$ cat src/hdl/bte_pkg.sv
// Shared constants and types for the block transfer engine.
// Assumes one clock domain; registers live outside, values arrive as ports.
package bte_pkg;

   // ------------------------------------------------------------------
   // Register offsets of the host-visible map
   // ------------------------------------------------------------------
   localparam logic [7:0] REG_CTRL0    = 8'h50;
   localparam logic [7:0] REG_OPER     = 8'h51;
   localparam logic [7:0] REG_SRC_BASE = 8'h54;
   localparam logic [7:0] REG_DST_BASE = 8'h58;
   localparam logic [7:0] REG_WIDTH    = 8'h5C;
   localparam logic [7:0] REG_HEIGHT   = 8'h5E;
   localparam logic [7:0] REG_FG_COLOR = 8'h63;
   localparam logic [7:0] REG_INT_STAT = 8'hF1;

   // ------------------------------------------------------------------
   // Bit positions
   // ------------------------------------------------------------------
   localparam int CTRL_START_BIT = 7;
   localparam int STAT_XFER_BIT  = 7;
   localparam int STAT_BUSY_BIT  = 6;
   localparam int INT_WR_BIT     = 0;
   localparam int INT_RD_BIT     = 1;
   localparam int LAYER_POS      = 15;

   // ------------------------------------------------------------------
   // Operation codes (low nibble of the operation byte)
   // ------------------------------------------------------------------
   localparam logic [3:0] OP_READ     = 4'h1;
   localparam logic [3:0] OP_MOVE_POS = 4'h2;
   localparam logic [3:0] OP_MOVE_NEG = 4'h3;
   localparam logic [3:0] OP_TWRITE   = 4'h4;
   localparam logic [3:0] OP_TMOVE    = 4'h5;
   localparam logic [3:0] OP_PFILL    = 4'h6;

   // ------------------------------------------------------------------
   // Defaults
   // ------------------------------------------------------------------
   localparam int PIX_W_DEF   = 16;
   localparam int DIM_W_DEF   = 10;
   localparam int ADDR_W_DEF  = 20;
   localparam int PITCH_DEF   = 800;
   localparam int LAYER_DEF   = 384000;
   localparam int FIFO_DEPTH  = 8;
   localparam int PAT_SMALL   = 8;
   localparam int PAT_LARGE   = 16;

   typedef enum logic [5:0] {
      ST_IDLE  = 6'h01,
      ST_SRC   = 6'h02,
      ST_DST   = 6'h04,
      ST_WR    = 6'h08,
      ST_HOST  = 6'h10,
      ST_DRAIN = 6'h20
   } bte_state_t;

endpackage

$ cat src/hdl/bte_fifo_if.sv
// Carrier between the engine and its pixel FIFO.
// Assumes both ends run on the same clock.
interface bte_fifo_if #(parameter int W = 16);
   logic         in_valid;
   logic         in_ready;
   logic [W-1:0] in_data;
   logic         out_valid;
   logic         out_ready;
   logic [W-1:0] out_data;
   logic         clr;

   modport fifo (input in_valid, in_data, out_ready, clr,
                 output in_ready, out_valid, out_data);
   modport user (output in_valid, in_data, out_ready, clr,
                 input in_ready, out_valid, out_data);
endinterface

$ cat src/hdl/bte_fifo.sv
// Pixel FIFO with valid/ready on both sides and a synchronous flush.
// Assumes clr, pushes and pops all come from the clk_i domain.
module bte_fifo
   import bte_pkg::*;
#(
   parameter int W     = PIX_W_DEF,
   parameter int DEPTH = FIFO_DEPTH
)(
   // Clock, reset and enable
   input wire logic clk_i,
   input wire logic rst_i,
   input wire logic en_i,
   // Queue ports
   bte_fifo_if.fifo f
);
   localparam int PW = $clog2(DEPTH);

   if (DEPTH < 2 || (1 << PW) != DEPTH || W < 1)
   begin : g_bad
      $error("bte_fifo: DEPTH must be a power of two >= 2");
   end

   logic [W-1:0] mem_q [DEPTH];
   logic [PW-1:0] wr_q;
   logic [PW-1:0] rd_q;
   logic [PW:0]   cnt_q;
   logic          push;
   logic          pop;

   assign f.in_ready  = (cnt_q != (PW+1)'(DEPTH));
   assign f.out_valid = (cnt_q != '0);
   assign f.out_data  = mem_q[rd_q];
   assign push = f.in_valid & f.in_ready;
   assign pop  = f.out_valid & f.out_ready;

   always_ff @(posedge clk_i)
   begin
      if (en_i && push)
         mem_q[wr_q] <= f.in_data;
   end

   always_ff @(posedge clk_i)
   begin
      if (rst_i || (en_i && f.clr))
      begin
         wr_q  <= '0;
         rd_q  <= '0;
         cnt_q <= '0;
      end
      else if (en_i)
      begin
         if (push)
            wr_q <= wr_q + 1'b1;
         if (pop)
            rd_q <= rd_q + 1'b1;
         if (push && !pop)
            cnt_q <= cnt_q + 1'b1;
         else if (pop && !push)
            cnt_q <= cnt_q - 1'b1;
      end
   end
endmodule

$ cat src/hdl/bte_engine.sv
// Two-dimensional block transfer engine: burst read, move with raster op,
// transparent write, transparent move and pattern fill.
// Assumes host ports and display memory port share clk_i.
// Contract
// - A burst read stays active until every word has been handed over.
// - Word count is block width times block height.
// - Start bit launches the operation with programmed source, dest, size.
// - Main status busy bit shows the whole operation in progress.
// - Burst read raises read flag; host clears it by writing one.
// - Host write raises write flag; host clears it by writing one.
// - Code 2h copies source to dest through raster op, ascending.
// - Moves accept linear or rectangular source and destination.
// - Code 3h walks from last elements backward to the start.
// - Transparent write skips pixels equal to the foreground colour.
// - Code C4h transparent write supports linear and block destination.
// - Transparent write stays active until every pixel written or skipped.
// - Code 5h transparent move, ascending only, skips key pixels.
// - Overlapping transparent move may alter source; not prevented.
// - Code 06h tiles 8x8 or 16x16 pattern with raster op.
// - Bit 7 of upper vertical address selects the layer.
// - Linear area is one run of width times height.
module bte_engine
   import bte_pkg::*;
#(
   parameter int PIX_W       = PIX_W_DEF,
   parameter int DIM_W       = DIM_W_DEF,
   parameter int ADDR_W      = ADDR_W_DEF,
   parameter int PITCH       = PITCH_DEF,
   parameter int LAYER_WORDS = LAYER_DEF,
   parameter int DEPTH       = FIFO_DEPTH
)(
   // Clock, reset, enable
   input  wire logic              clk_i,
   input  wire logic              rst_i,
   input  wire logic              en_i,
   // Configuration
   input  wire logic              start_i,
   input  wire logic [7:0]        oper_i,
   input  wire logic [15:0]       src_hpos_i,
   input  wire logic [15:0]       src_vpos_i,
   input  wire logic [15:0]       dst_hpos_i,
   input  wire logic [15:0]       dst_vpos_i,
   input  wire logic              src_linear_i,
   input  wire logic              dst_linear_i,
   input  wire logic              pat16_i,
   input  wire logic [DIM_W-1:0]  width_i,
   input  wire logic [DIM_W-1:0]  height_i,
   input  wire logic [PIX_W-1:0]  fg_color_i,
   input  wire logic              int_rd_en_i,
   input  wire logic              int_wr_en_i,
   input  wire logic              int_rd_clr_i,
   input  wire logic              int_wr_clr_i,
   // Status
   output logic                   ctrl_start_o,
   output logic                   stat_busy_o,
   output logic                   stat_xfer_o,
   output logic                   int_rd_flag_o,
   output logic                   int_wr_flag_o,
   output logic                   irq_n_o,
   // Host data port
   input  wire logic              host_wr_valid_i,
   input  wire logic [PIX_W-1:0]  host_wr_data_i,
   output logic                   host_wr_ready_o,
   output logic                   host_rd_valid_o,
   output logic [PIX_W-1:0]       host_rd_data_o,
   input  wire logic              host_rd_ready_i,
   // Display memory port
   output logic                   mem_req_o,
   output logic                   mem_we_o,
   output logic [ADDR_W-1:0]      mem_addr_o,
   output logic [PIX_W-1:0]       mem_wdata_o,
   input  wire logic              mem_gnt_i,
   input  wire logic              mem_rvalid_i,
   input  wire logic [PIX_W-1:0]  mem_rdata_i
);
   localparam int CNT_W = 2 * DIM_W;
   localparam logic [ADDR_W-1:0] PITCH_A = ADDR_W'(PITCH);
   localparam logic [ADDR_W-1:0] LAYER_A = ADDR_W'(LAYER_WORDS);

   if (DIM_W < 4 || DIM_W > 15 || ADDR_W < CNT_W || PIX_W < 1)
   begin : g_bad
      $error("bte_engine: unsupported DIM_W, ADDR_W or PIX_W");
   end

   // ------------------------------------------------------------------
   // Captured configuration
   // ------------------------------------------------------------------
   logic [3:0]        op_q;
   logic [3:0]        rop_q;
   logic [15:0]       sh_q, sv_q, dh_q, dv_q;
   logic              slin_q, dlin_q, pat16_q;
   logic [DIM_W-1:0]  w_q, h_q;
   logic [CNT_W-1:0]  total_q;
   logic [PIX_W-1:0]  fg_q;

   bte_state_t        state_q;
   logic              busy_q, arm_q, pend_q;
   logic [DIM_W-1:0]  x_q, y_q;
   logic [CNT_W-1:0]  idx_q;
   logic [PIX_W-1:0]  src_q, dst_q;
   logic              rd_flag_q, wr_flag_q, irq_n_q;
   logic [ADDR_W-1:0] addr_q;
   logic [PIX_W-1:0]  wdata_q;

   logic start_ok, neg, last, step, rd_done, wr_done;
   logic host_hit, mem_hit, rop_mode;
   logic [PIX_W-1:0]  rop_res;
   logic [ADDR_W-1:0] src_addr, dst_addr, addr_d;
   logic [CNT_W-1:0]  lin_off;
   logic [7:0]        pat_off;

   bte_fifo_if #(.W(PIX_W)) fq ();

   assign start_ok = start_i & ~busy_q & (width_i != '0)
                   & (height_i != '0);
   assign neg      = (op_q == OP_MOVE_NEG);
   assign last     = (idx_q == total_q - 1'b1);
   assign rop_mode = (op_q == OP_MOVE_POS) | neg | (op_q == OP_PFILL);

   // ------------------------------------------------------------------
   // Configuration capture at start
   // ------------------------------------------------------------------
   always_ff @(posedge clk_i)
   begin
      if (rst_i)
      begin
         op_q    <= '0;
         rop_q   <= '0;
         sh_q    <= '0;
         sv_q    <= '0;
         dh_q    <= '0;
         dv_q    <= '0;
         slin_q  <= 1'b0;
         dlin_q  <= 1'b0;
         pat16_q <= 1'b0;
         w_q     <= '0;
         h_q     <= '0;
         total_q <= '0;
         fg_q    <= '0;
      end
      else if (en_i && start_ok)
      begin
         op_q    <= oper_i[3:0];
         rop_q   <= oper_i[7:4];
         sh_q    <= src_hpos_i;
         sv_q    <= src_vpos_i;
         dh_q    <= dst_hpos_i;
         dv_q    <= dst_vpos_i;
         slin_q  <= src_linear_i;
         dlin_q  <= dst_linear_i;
         pat16_q <= pat16_i;
         w_q     <= width_i;
         h_q     <= height_i;
         total_q <= CNT_W'(width_i) * CNT_W'(height_i);
         fg_q    <= fg_color_i;
      end
   end

   // ------------------------------------------------------------------
   // Addressing and raster op
   // ------------------------------------------------------------------
   function automatic logic [ADDR_W-1:0] area_addr(
      input logic [15:0]      hp,
      input logic [15:0]      vp,
      input logic             lin,
      input logic [CNT_W-1:0] loff,
      input logic [DIM_W-1:0] x,
      input logic [DIM_W-1:0] y
   );
      logic [ADDR_W-1:0] base;
      base = (vp[LAYER_POS] ? LAYER_A : '0)
           + ADDR_W'(vp[DIM_W-1:0]) * PITCH_A + ADDR_W'(hp[DIM_W-1:0]);
      if (lin)
         return base + ADDR_W'(loff);
      return base + ADDR_W'(y) * PITCH_A + ADDR_W'(x);
   endfunction

   assign lin_off = neg ? (total_q - 1'b1 - idx_q) : idx_q;
   assign pat_off = pat16_q ? {y_q[3:0], x_q[3:0]}
                            : {2'b00, y_q[2:0], x_q[2:0]};

   always_comb
   begin
      dst_addr = area_addr(dh_q, dv_q, dlin_q, lin_off, x_q, y_q);
      if (op_q == OP_PFILL)
         src_addr = area_addr(sh_q, sv_q, 1'b1, CNT_W'(pat_off), x_q, y_q);
      else
         src_addr = area_addr(sh_q, sv_q, slin_q, lin_off, x_q, y_q);
      addr_d = (state_q == ST_SRC) ? src_addr : dst_addr;
   end

   for (genvar i = 0; i < PIX_W; i++)
   begin : g_rop
      assign rop_res[i] = rop_q[{src_q[i], dst_q[i]}];
   end

   // ------------------------------------------------------------------
   // Handshake terms
   // ------------------------------------------------------------------
   assign rd_done  = pend_q & mem_rvalid_i;
   assign wr_done  = mem_req_o & mem_we_o & mem_gnt_i;
   assign mem_hit  = (mem_rdata_i == fg_q);
   assign host_hit = (fq.out_data == fg_q);

   always_comb
   begin
      step = 1'b0;
      case (state_q)
         ST_SRC:
            step = rd_done & ((op_q == OP_READ)
                 | ((op_q == OP_TMOVE) & mem_hit));
         ST_HOST:
            step = fq.out_valid & host_hit;
         ST_WR:
            step = wr_done;
         default:
            step = 1'b0;
      endcase
   end

   assign mem_we_o  = (state_q == ST_WR);
   assign mem_req_o = en_i & arm_q & (((state_q == ST_SRC) & ~pend_q
                    & ((op_q != OP_READ) | fq.in_ready))
                    | ((state_q == ST_DST) & ~pend_q)
                    | (state_q == ST_WR));
   assign mem_addr_o  = addr_q;
   assign mem_wdata_o = wdata_q;

   // ------------------------------------------------------------------
   // Element walk
   // ------------------------------------------------------------------
   always_ff @(posedge clk_i)
   begin
      if (rst_i)
      begin
         idx_q <= '0;
         x_q   <= '0;
         y_q   <= '0;
      end
      else if (en_i && start_ok)
      begin
         idx_q <= '0;
         x_q   <= (oper_i[3:0] == OP_MOVE_NEG) ? width_i - 1'b1 : '0;
         y_q   <= (oper_i[3:0] == OP_MOVE_NEG) ? height_i - 1'b1 : '0;
      end
      else if (en_i && step)
      begin
         idx_q <= idx_q + 1'b1;
         if (neg)
         begin
            x_q <= (x_q == '0) ? w_q - 1'b1 : x_q - 1'b1;
            if (x_q == '0)
               y_q <= y_q - 1'b1;
         end
         else
         begin
            x_q <= (x_q == w_q - 1'b1) ? '0 : x_q + 1'b1;
            if (x_q == w_q - 1'b1)
               y_q <= y_q + 1'b1;
         end
      end
   end

   // ------------------------------------------------------------------
   // Sequencer
   // ------------------------------------------------------------------
   always_ff @(posedge clk_i)
   begin
      if (rst_i)
      begin
         state_q <= ST_IDLE;
         busy_q  <= 1'b0;
         arm_q   <= 1'b0;
         pend_q  <= 1'b0;
         src_q   <= '0;
         dst_q   <= '0;
      end
      else if (en_i)
      begin
         arm_q <= 1'b1;
         if (mem_req_o && mem_gnt_i && !mem_we_o)
            pend_q <= 1'b1;
         if (rd_done)
            pend_q <= 1'b0;
         case (state_q)
            ST_IDLE:
               if (start_ok)
               begin
                  busy_q  <= 1'b1;
                  arm_q   <= 1'b0;
                  state_q <= (oper_i[3:0] == OP_TWRITE) ? ST_HOST : ST_SRC;
               end
            ST_SRC:
               if (rd_done)
               begin
                  src_q   <= mem_rdata_i;
                  arm_q   <= 1'b0;
                  state_q <= (op_q == OP_TMOVE) ? ST_WR : ST_DST;
               end
            ST_DST:
               if (rd_done)
               begin
                  dst_q   <= mem_rdata_i;
                  arm_q   <= 1'b0;
                  state_q <= ST_WR;
               end
            ST_HOST:
               if (fq.out_valid)
               begin
                  src_q   <= fq.out_data;
                  arm_q   <= 1'b0;
                  state_q <= ST_WR;
               end
            ST_WR:
               state_q <= ST_WR;
            ST_DRAIN:
               if (!fq.out_valid)
               begin
                  busy_q  <= 1'b0;
                  state_q <= ST_IDLE;
               end
            default:
               state_q <= ST_IDLE;
         endcase
         if (step)
         begin
            arm_q <= 1'b0;
            if (!last)
               state_q <= (op_q == OP_TWRITE) ? ST_HOST : ST_SRC;
            else if (op_q == OP_READ)
               state_q <= ST_DRAIN;
            else
            begin
               busy_q  <= 1'b0;
               state_q <= ST_IDLE;
            end
         end
      end
   end

   always_ff @(posedge clk_i)
   begin
      if (rst_i)
      begin
         addr_q  <= '0;
         wdata_q <= '0;
      end
      else if (en_i && !mem_req_o)
      begin
         addr_q  <= addr_d;
         wdata_q <= rop_mode ? rop_res : src_q;
      end
   end

   // ------------------------------------------------------------------
   // Pixel FIFO, shared by read and host-write paths
   // ------------------------------------------------------------------
   assign fq.clr       = start_ok;
   assign fq.in_valid  = (op_q == OP_READ) ? (state_q == ST_SRC) & rd_done
                       : (op_q == OP_TWRITE) & busy_q & host_wr_valid_i;
   assign fq.in_data   = (op_q == OP_READ) ? mem_rdata_i : host_wr_data_i;
   assign fq.out_ready = (op_q == OP_READ) ? host_rd_ready_i
                       : (state_q == ST_HOST);

   assign host_wr_ready_o = (op_q == OP_TWRITE) & busy_q & fq.in_ready;
   assign host_rd_valid_o = (op_q == OP_READ) & fq.out_valid;
   assign host_rd_data_o  = fq.out_data;

   bte_fifo #(.W(PIX_W), .DEPTH(DEPTH)) u_fifo (
      .clk_i (clk_i),
      .rst_i (rst_i),
      .en_i  (en_i),
      .f     (fq.fifo)
   );

   // ------------------------------------------------------------------
   // Status and interrupt flags
   // ------------------------------------------------------------------
   always_ff @(posedge clk_i)
   begin
      if (rst_i)
      begin
         rd_flag_q <= 1'b0;
         wr_flag_q <= 1'b0;
         irq_n_q   <= 1'b1;
      end
      else if (en_i)
      begin
         rd_flag_q <= ((op_q == OP_READ) & fq.in_valid & fq.in_ready)
                    | (rd_flag_q & ~int_rd_clr_i);
         wr_flag_q <= ((state_q == ST_HOST) & fq.out_valid)
                    | (wr_flag_q & ~int_wr_clr_i);
         irq_n_q   <= ~((rd_flag_q & int_rd_en_i)
                    | (wr_flag_q & int_wr_en_i));
      end
   end

   assign ctrl_start_o  = busy_q;
   assign stat_busy_o   = busy_q;
   assign stat_xfer_o   = (op_q == OP_READ) ? fq.out_valid
                        : host_wr_ready_o;
   assign int_rd_flag_o = rd_flag_q;
   assign int_wr_flag_o = wr_flag_q;
   assign irq_n_o       = irq_n_q;
endmodule

$ cat config.mk
export PLATFORM = sky130hd
export DESIGN_NAME = bte_engine
export DESIGN_NICKNAME = d
export VERILOG_FILES = /design/src/hdl/bte_pkg.sv /design/src/hdl/bte_fifo_if.sv /design/src/hdl/bte_fifo.sv /design/src/hdl/bte_engine.sv
export SDC_FILE = /design/constraint.sdc
export NUM_CORES = 2
export LEC_CHECK = 0
export BUFFER_PORTS_ARGS = -buffer_cell sky130_fd_sc_hd__buf_2
export CAP_MARGIN = 20
export CORE_ASPECT_RATIO = 0.75
export CORE_MARGIN = 5
export CORE_UTILIZATION = 30
export CTS_CLUSTER_DIAMETER = 50
export DETAILED_ROUTE_END_ITERATION = 7
export PLACE_DENSITY_LB_ADDON = 0.2
export SETUP_SLACK_MARGIN = 0.05
export SYNTH_ARGS = -nofsm -noshare
export SYNTH_HDL_FRONTEND = slang
export SYNTH_HIERARCHICAL = 1
export SYNTH_SLANG_ARGS = --single-unit
$ cat constraint.sdc
create_clock -name clk_i -period 5.5 [get_ports clk_i]
set_input_delay 0.275 -clock clk_i [delete_from_list [all_inputs] [get_ports clk_i]]
set_output_delay 0.275 -clock clk_i [all_outputs]
set_load 0.03 [all_outputs]
==> impl_metrics.toml <==
[yosys]
syn_inst = 3386
syn_avg_cell_area_um2 = 8.742
async_flop_share_pct = 0
synth_area_leaders = "dfxtp_1 (16%), ha_1 (14%), edfxtp_1 (13%)"
ys_seq_elements = 360
syn-num-nets = 3964
synth_edf_count = 128
yosys.area.top_type_share_pct = 15.69
ys.warnings.count = 6
yosys.area.top_type = "dfxtp_1"
seq_area_frac_synth_pct = 28.68
synth_cell_type_count = 91
synthFlopType = "dfxtp_1"
synth_area_um2 = 29600

[timing]
tns_ns = 0
finClkSkew_ns = 0.06550
worst_pin_slew_ns = 1.018
rsz0062_at_grt = "yes"
setup_viol = 0
min_period_ns = 5.263
max_slew_margin_pct = 32.15
hold_viol = 0
finalCritPeriodShare_pct = 95.69
maxSlewViolCount = 0
max_freq_mhz = 190.0

[floorplan]
dieHeight_um = 282.0
design.core.area_um2 = 97610
start_util_pct = 30.33
dieArea_um2 = 105100
io_pins = 217
die_w_um = 372.7
rows = 99

[worst_setup_path]
cp_max_fo = 5
cp-start-kind = "register"
critical_path_required_ns = 5.98
end_kind = "register"
crit_type = "reg -> reg"
arrival_ns = 5.74

[final_layout]
final_cell_mix = "nand2_1 (497), ha_1 (310), a21oi_1 (288), inv_1 (248), dfxtp_1 (227)"
nFillCells = 10170
fin_nets = 4318
finalInstanceArea_um2 = 36190
final_util_pct = 37.08
syn_to_final_growth_pct = 22.27
final_common_cell = "nand2_1"
drive_above_1_share_pct = 16.21

[flow_run]
maxCapViolCount = 0

[global_routing]
grt_max_degree = 103
grt_first_pass_wirelength_mm = 143.2
grt_overflow = 0
antenna_found_initial = 9
track_usage_pct = 17.04
grt_pass1_vias = 24300

[power_and_ir_drop]
p_leak_nw = 15.71
irDropWorstVdd_uv = 225.7
power_mw = 10.85
p_per_area_nw_per_um2 = 299.8

[status]
status = "finished, final reports clean"

[hold_path]
worstHoldPathType = "in -> reg"

[place]
hpwl_mm = 70.36
place.gp.congestion = 0.8454
postPlaceCellArea_um2 = 32860
io_buffers = 194

[cts]
cts_tree = "built"
worst_skew_pair.late_latency_ns = 0.66
clkSinkCount = 360
clockBufferDepth = 3
cts_max_level = 2
numCtsBuffers = 51
cts_root_buffer = "clkbuf_16"
clk_pin_slew_ns = 0.05

[routing]
finalWirelength_mm = 91.87
via_per_inst = 4.904
drt_iter0_drc = 1423
firstDrtPassIters = 5
vias = 25010
route.detailed.drc = 0
wl_per_cell_um = 18.01
ant_nets = 0
cells by family after synthesis:
kind of cell	synth area share, %
AOI/OAI and AO/OA	15.31
xor gates and xnor gates	8.610
adders and majority gates	20.40
buffers and inverters	5.246
DFF	28.68
muxes	4.924
and+or+nand+nor	16.84
synthesized netlist by cell type, types with 15 or more instances:
| library cell | number |
|---|---|
| a21o_1 | 57 |
| clkbuf_1 | 122 |
| nor2b_1 | 20 |
| nand2_1 | 499 |
| nor3_1 | 76 |
| a311oi_1 | 39 |
| nand4_1 | 16 |
| a31oi_1 | 22 |
| xor2_1 | 118 |
| fa_1 | 98 |
| a21oi_1 | 310 |
| nand3_1 | 56 |
| a211oi_1 | 34 |
| mux2_2 | 33 |
| and2_1 | 68 |
| nand2b_1 | 16 |
| inv_1 | 248 |
| edfxtp_1 | 128 |
| o21ai_0 | 132 |
| dfxtp_1 | 232 |
| mux4_1 | 28 |
| o21bai_1 | 28 |
| o211ai_1 | 24 |
| or3_1 | 21 |
| and3_1 | 22 |
| nor2_1 | 205 |
| xnor2_1 | 173 |
| o21a_1 | 15 |
| ha_1 | 325 |
| nor4_1 | 21 |
| o22ai_1 | 15 |
| mux2i_1 | 26 |
power by group:
part           internal [mW]  switching [mW]  total (mW)  leakage, nW
logic                   1.97            2.44        4.41         11.8
registers               2.85           0.112        2.97         3.04
clock network           2.06            1.41        3.48        0.863
state kept, by name, summed over array words and instances (netlist names), 11 cells and up, named ones only:
name and cells:
u_fifo/mem_q 128, idx_q 20, mem_addr_o 20, total_q 20
dst_q 16, fg_q 16, mem_wdata_o 16, src_q 16
dv_q 11, sv_q 11
metal layers:
metal	wire length, um	global-route usage, %	vias to the layer above
met5	31	0	-
met4	1628	3.593	6
met3	3762	2.084	106
met2	40350	26.91	428
met1	46100	25.11	11890
li1	-	-	12590
what timing repair did:
item / in CTS / in global routing
pin swaps: 0 / 52
buffers inserted: 0 / 14
hold buffers: 89 / 0
resized for setup: 10 / 97
hold endpoints to repair: 105 / 0
cloned: 0 / 0
endpoints found under the setup margin: 4 / 7
final timing paths:
path | to | cells past startpoint | start | slack [ns]
setup / recovery | mem_addr_o[19]$_SDFFE_PP0P_ | 24 | total_q[5]$_SDFFE_PP0P_ | 0.24
hold / removal | w_q[9]$_SDFFE_PP0P_ | 3 | width_i[9] | 0.05
setup reg to reg | mem_addr_o[19]$_SDFFE_PP0P_ | 24 | total_q[5]$_SDFFE_PP0P_ | 0.24
hold reg to reg | mem_addr_o[4]$_SDFFE_PP0P_ | 2 | mem_addr_o[4]$_SDFFE_PP0P_ | 0.46
layout make-up:
type / instances / area [um2] / area share, %
sequential: 360 / 8494 / 23.47
timing repair buffer: 450 / 3159 / 8.729
multi-input combinational: 2628 / 20140 / 55.66
tap: 1313 / 1643 / 4.539
antenna: 5 / 12.51 / 0.03457
inverter: 249 / 934.6 / 2.582
clock inverter: 35 / 475.5 / 1.314
clock buffer: 60 / 1330 / 3.675
metrics by stage:
stage / worst slack [ns] / std cells / hold WS, ns
6_report: 0.2369 / 5100 / 0.04697
5_1_grt: -0.04381 / 5098 / 0.03748
3_3_place_gp: -0.002778 / 4897 / 0.4393
3_5_place_dp: -0.07538 / 4897 / 0.4485
2_1_floorplan: 0.2084 / 3386 / 0.3943
4_1_cts: 0.06625 / 5081 / 0.007814
critical path, stage by stage, from the launching register on:
cell and delay [ns]:
dfxtp_1 0.34, nor4_2 0.32, nand2_1 0.11, or2_2 0.31, or3_4 0.43, nor4_2 0.18
xor2_1 0.11, ha_1 0.36, and4_1 0.24, nand2_1 0.07, o211ai_1 0.30, a21oi_1 0.11
o21bai_1 0.17, a21oi_1 0.10, xnor2_1 0.17, o21ai_0 0.11, buf_4 0.20, ha_1 0.31
or3_1 0.37, o211ai_1 0.10, xor2_1 0.17, mux2i_1 0.10, xnor2_1 0.17, a22oi_1 0.15
o211ai_1 0.11
Power figures use the tool's default switching activity.
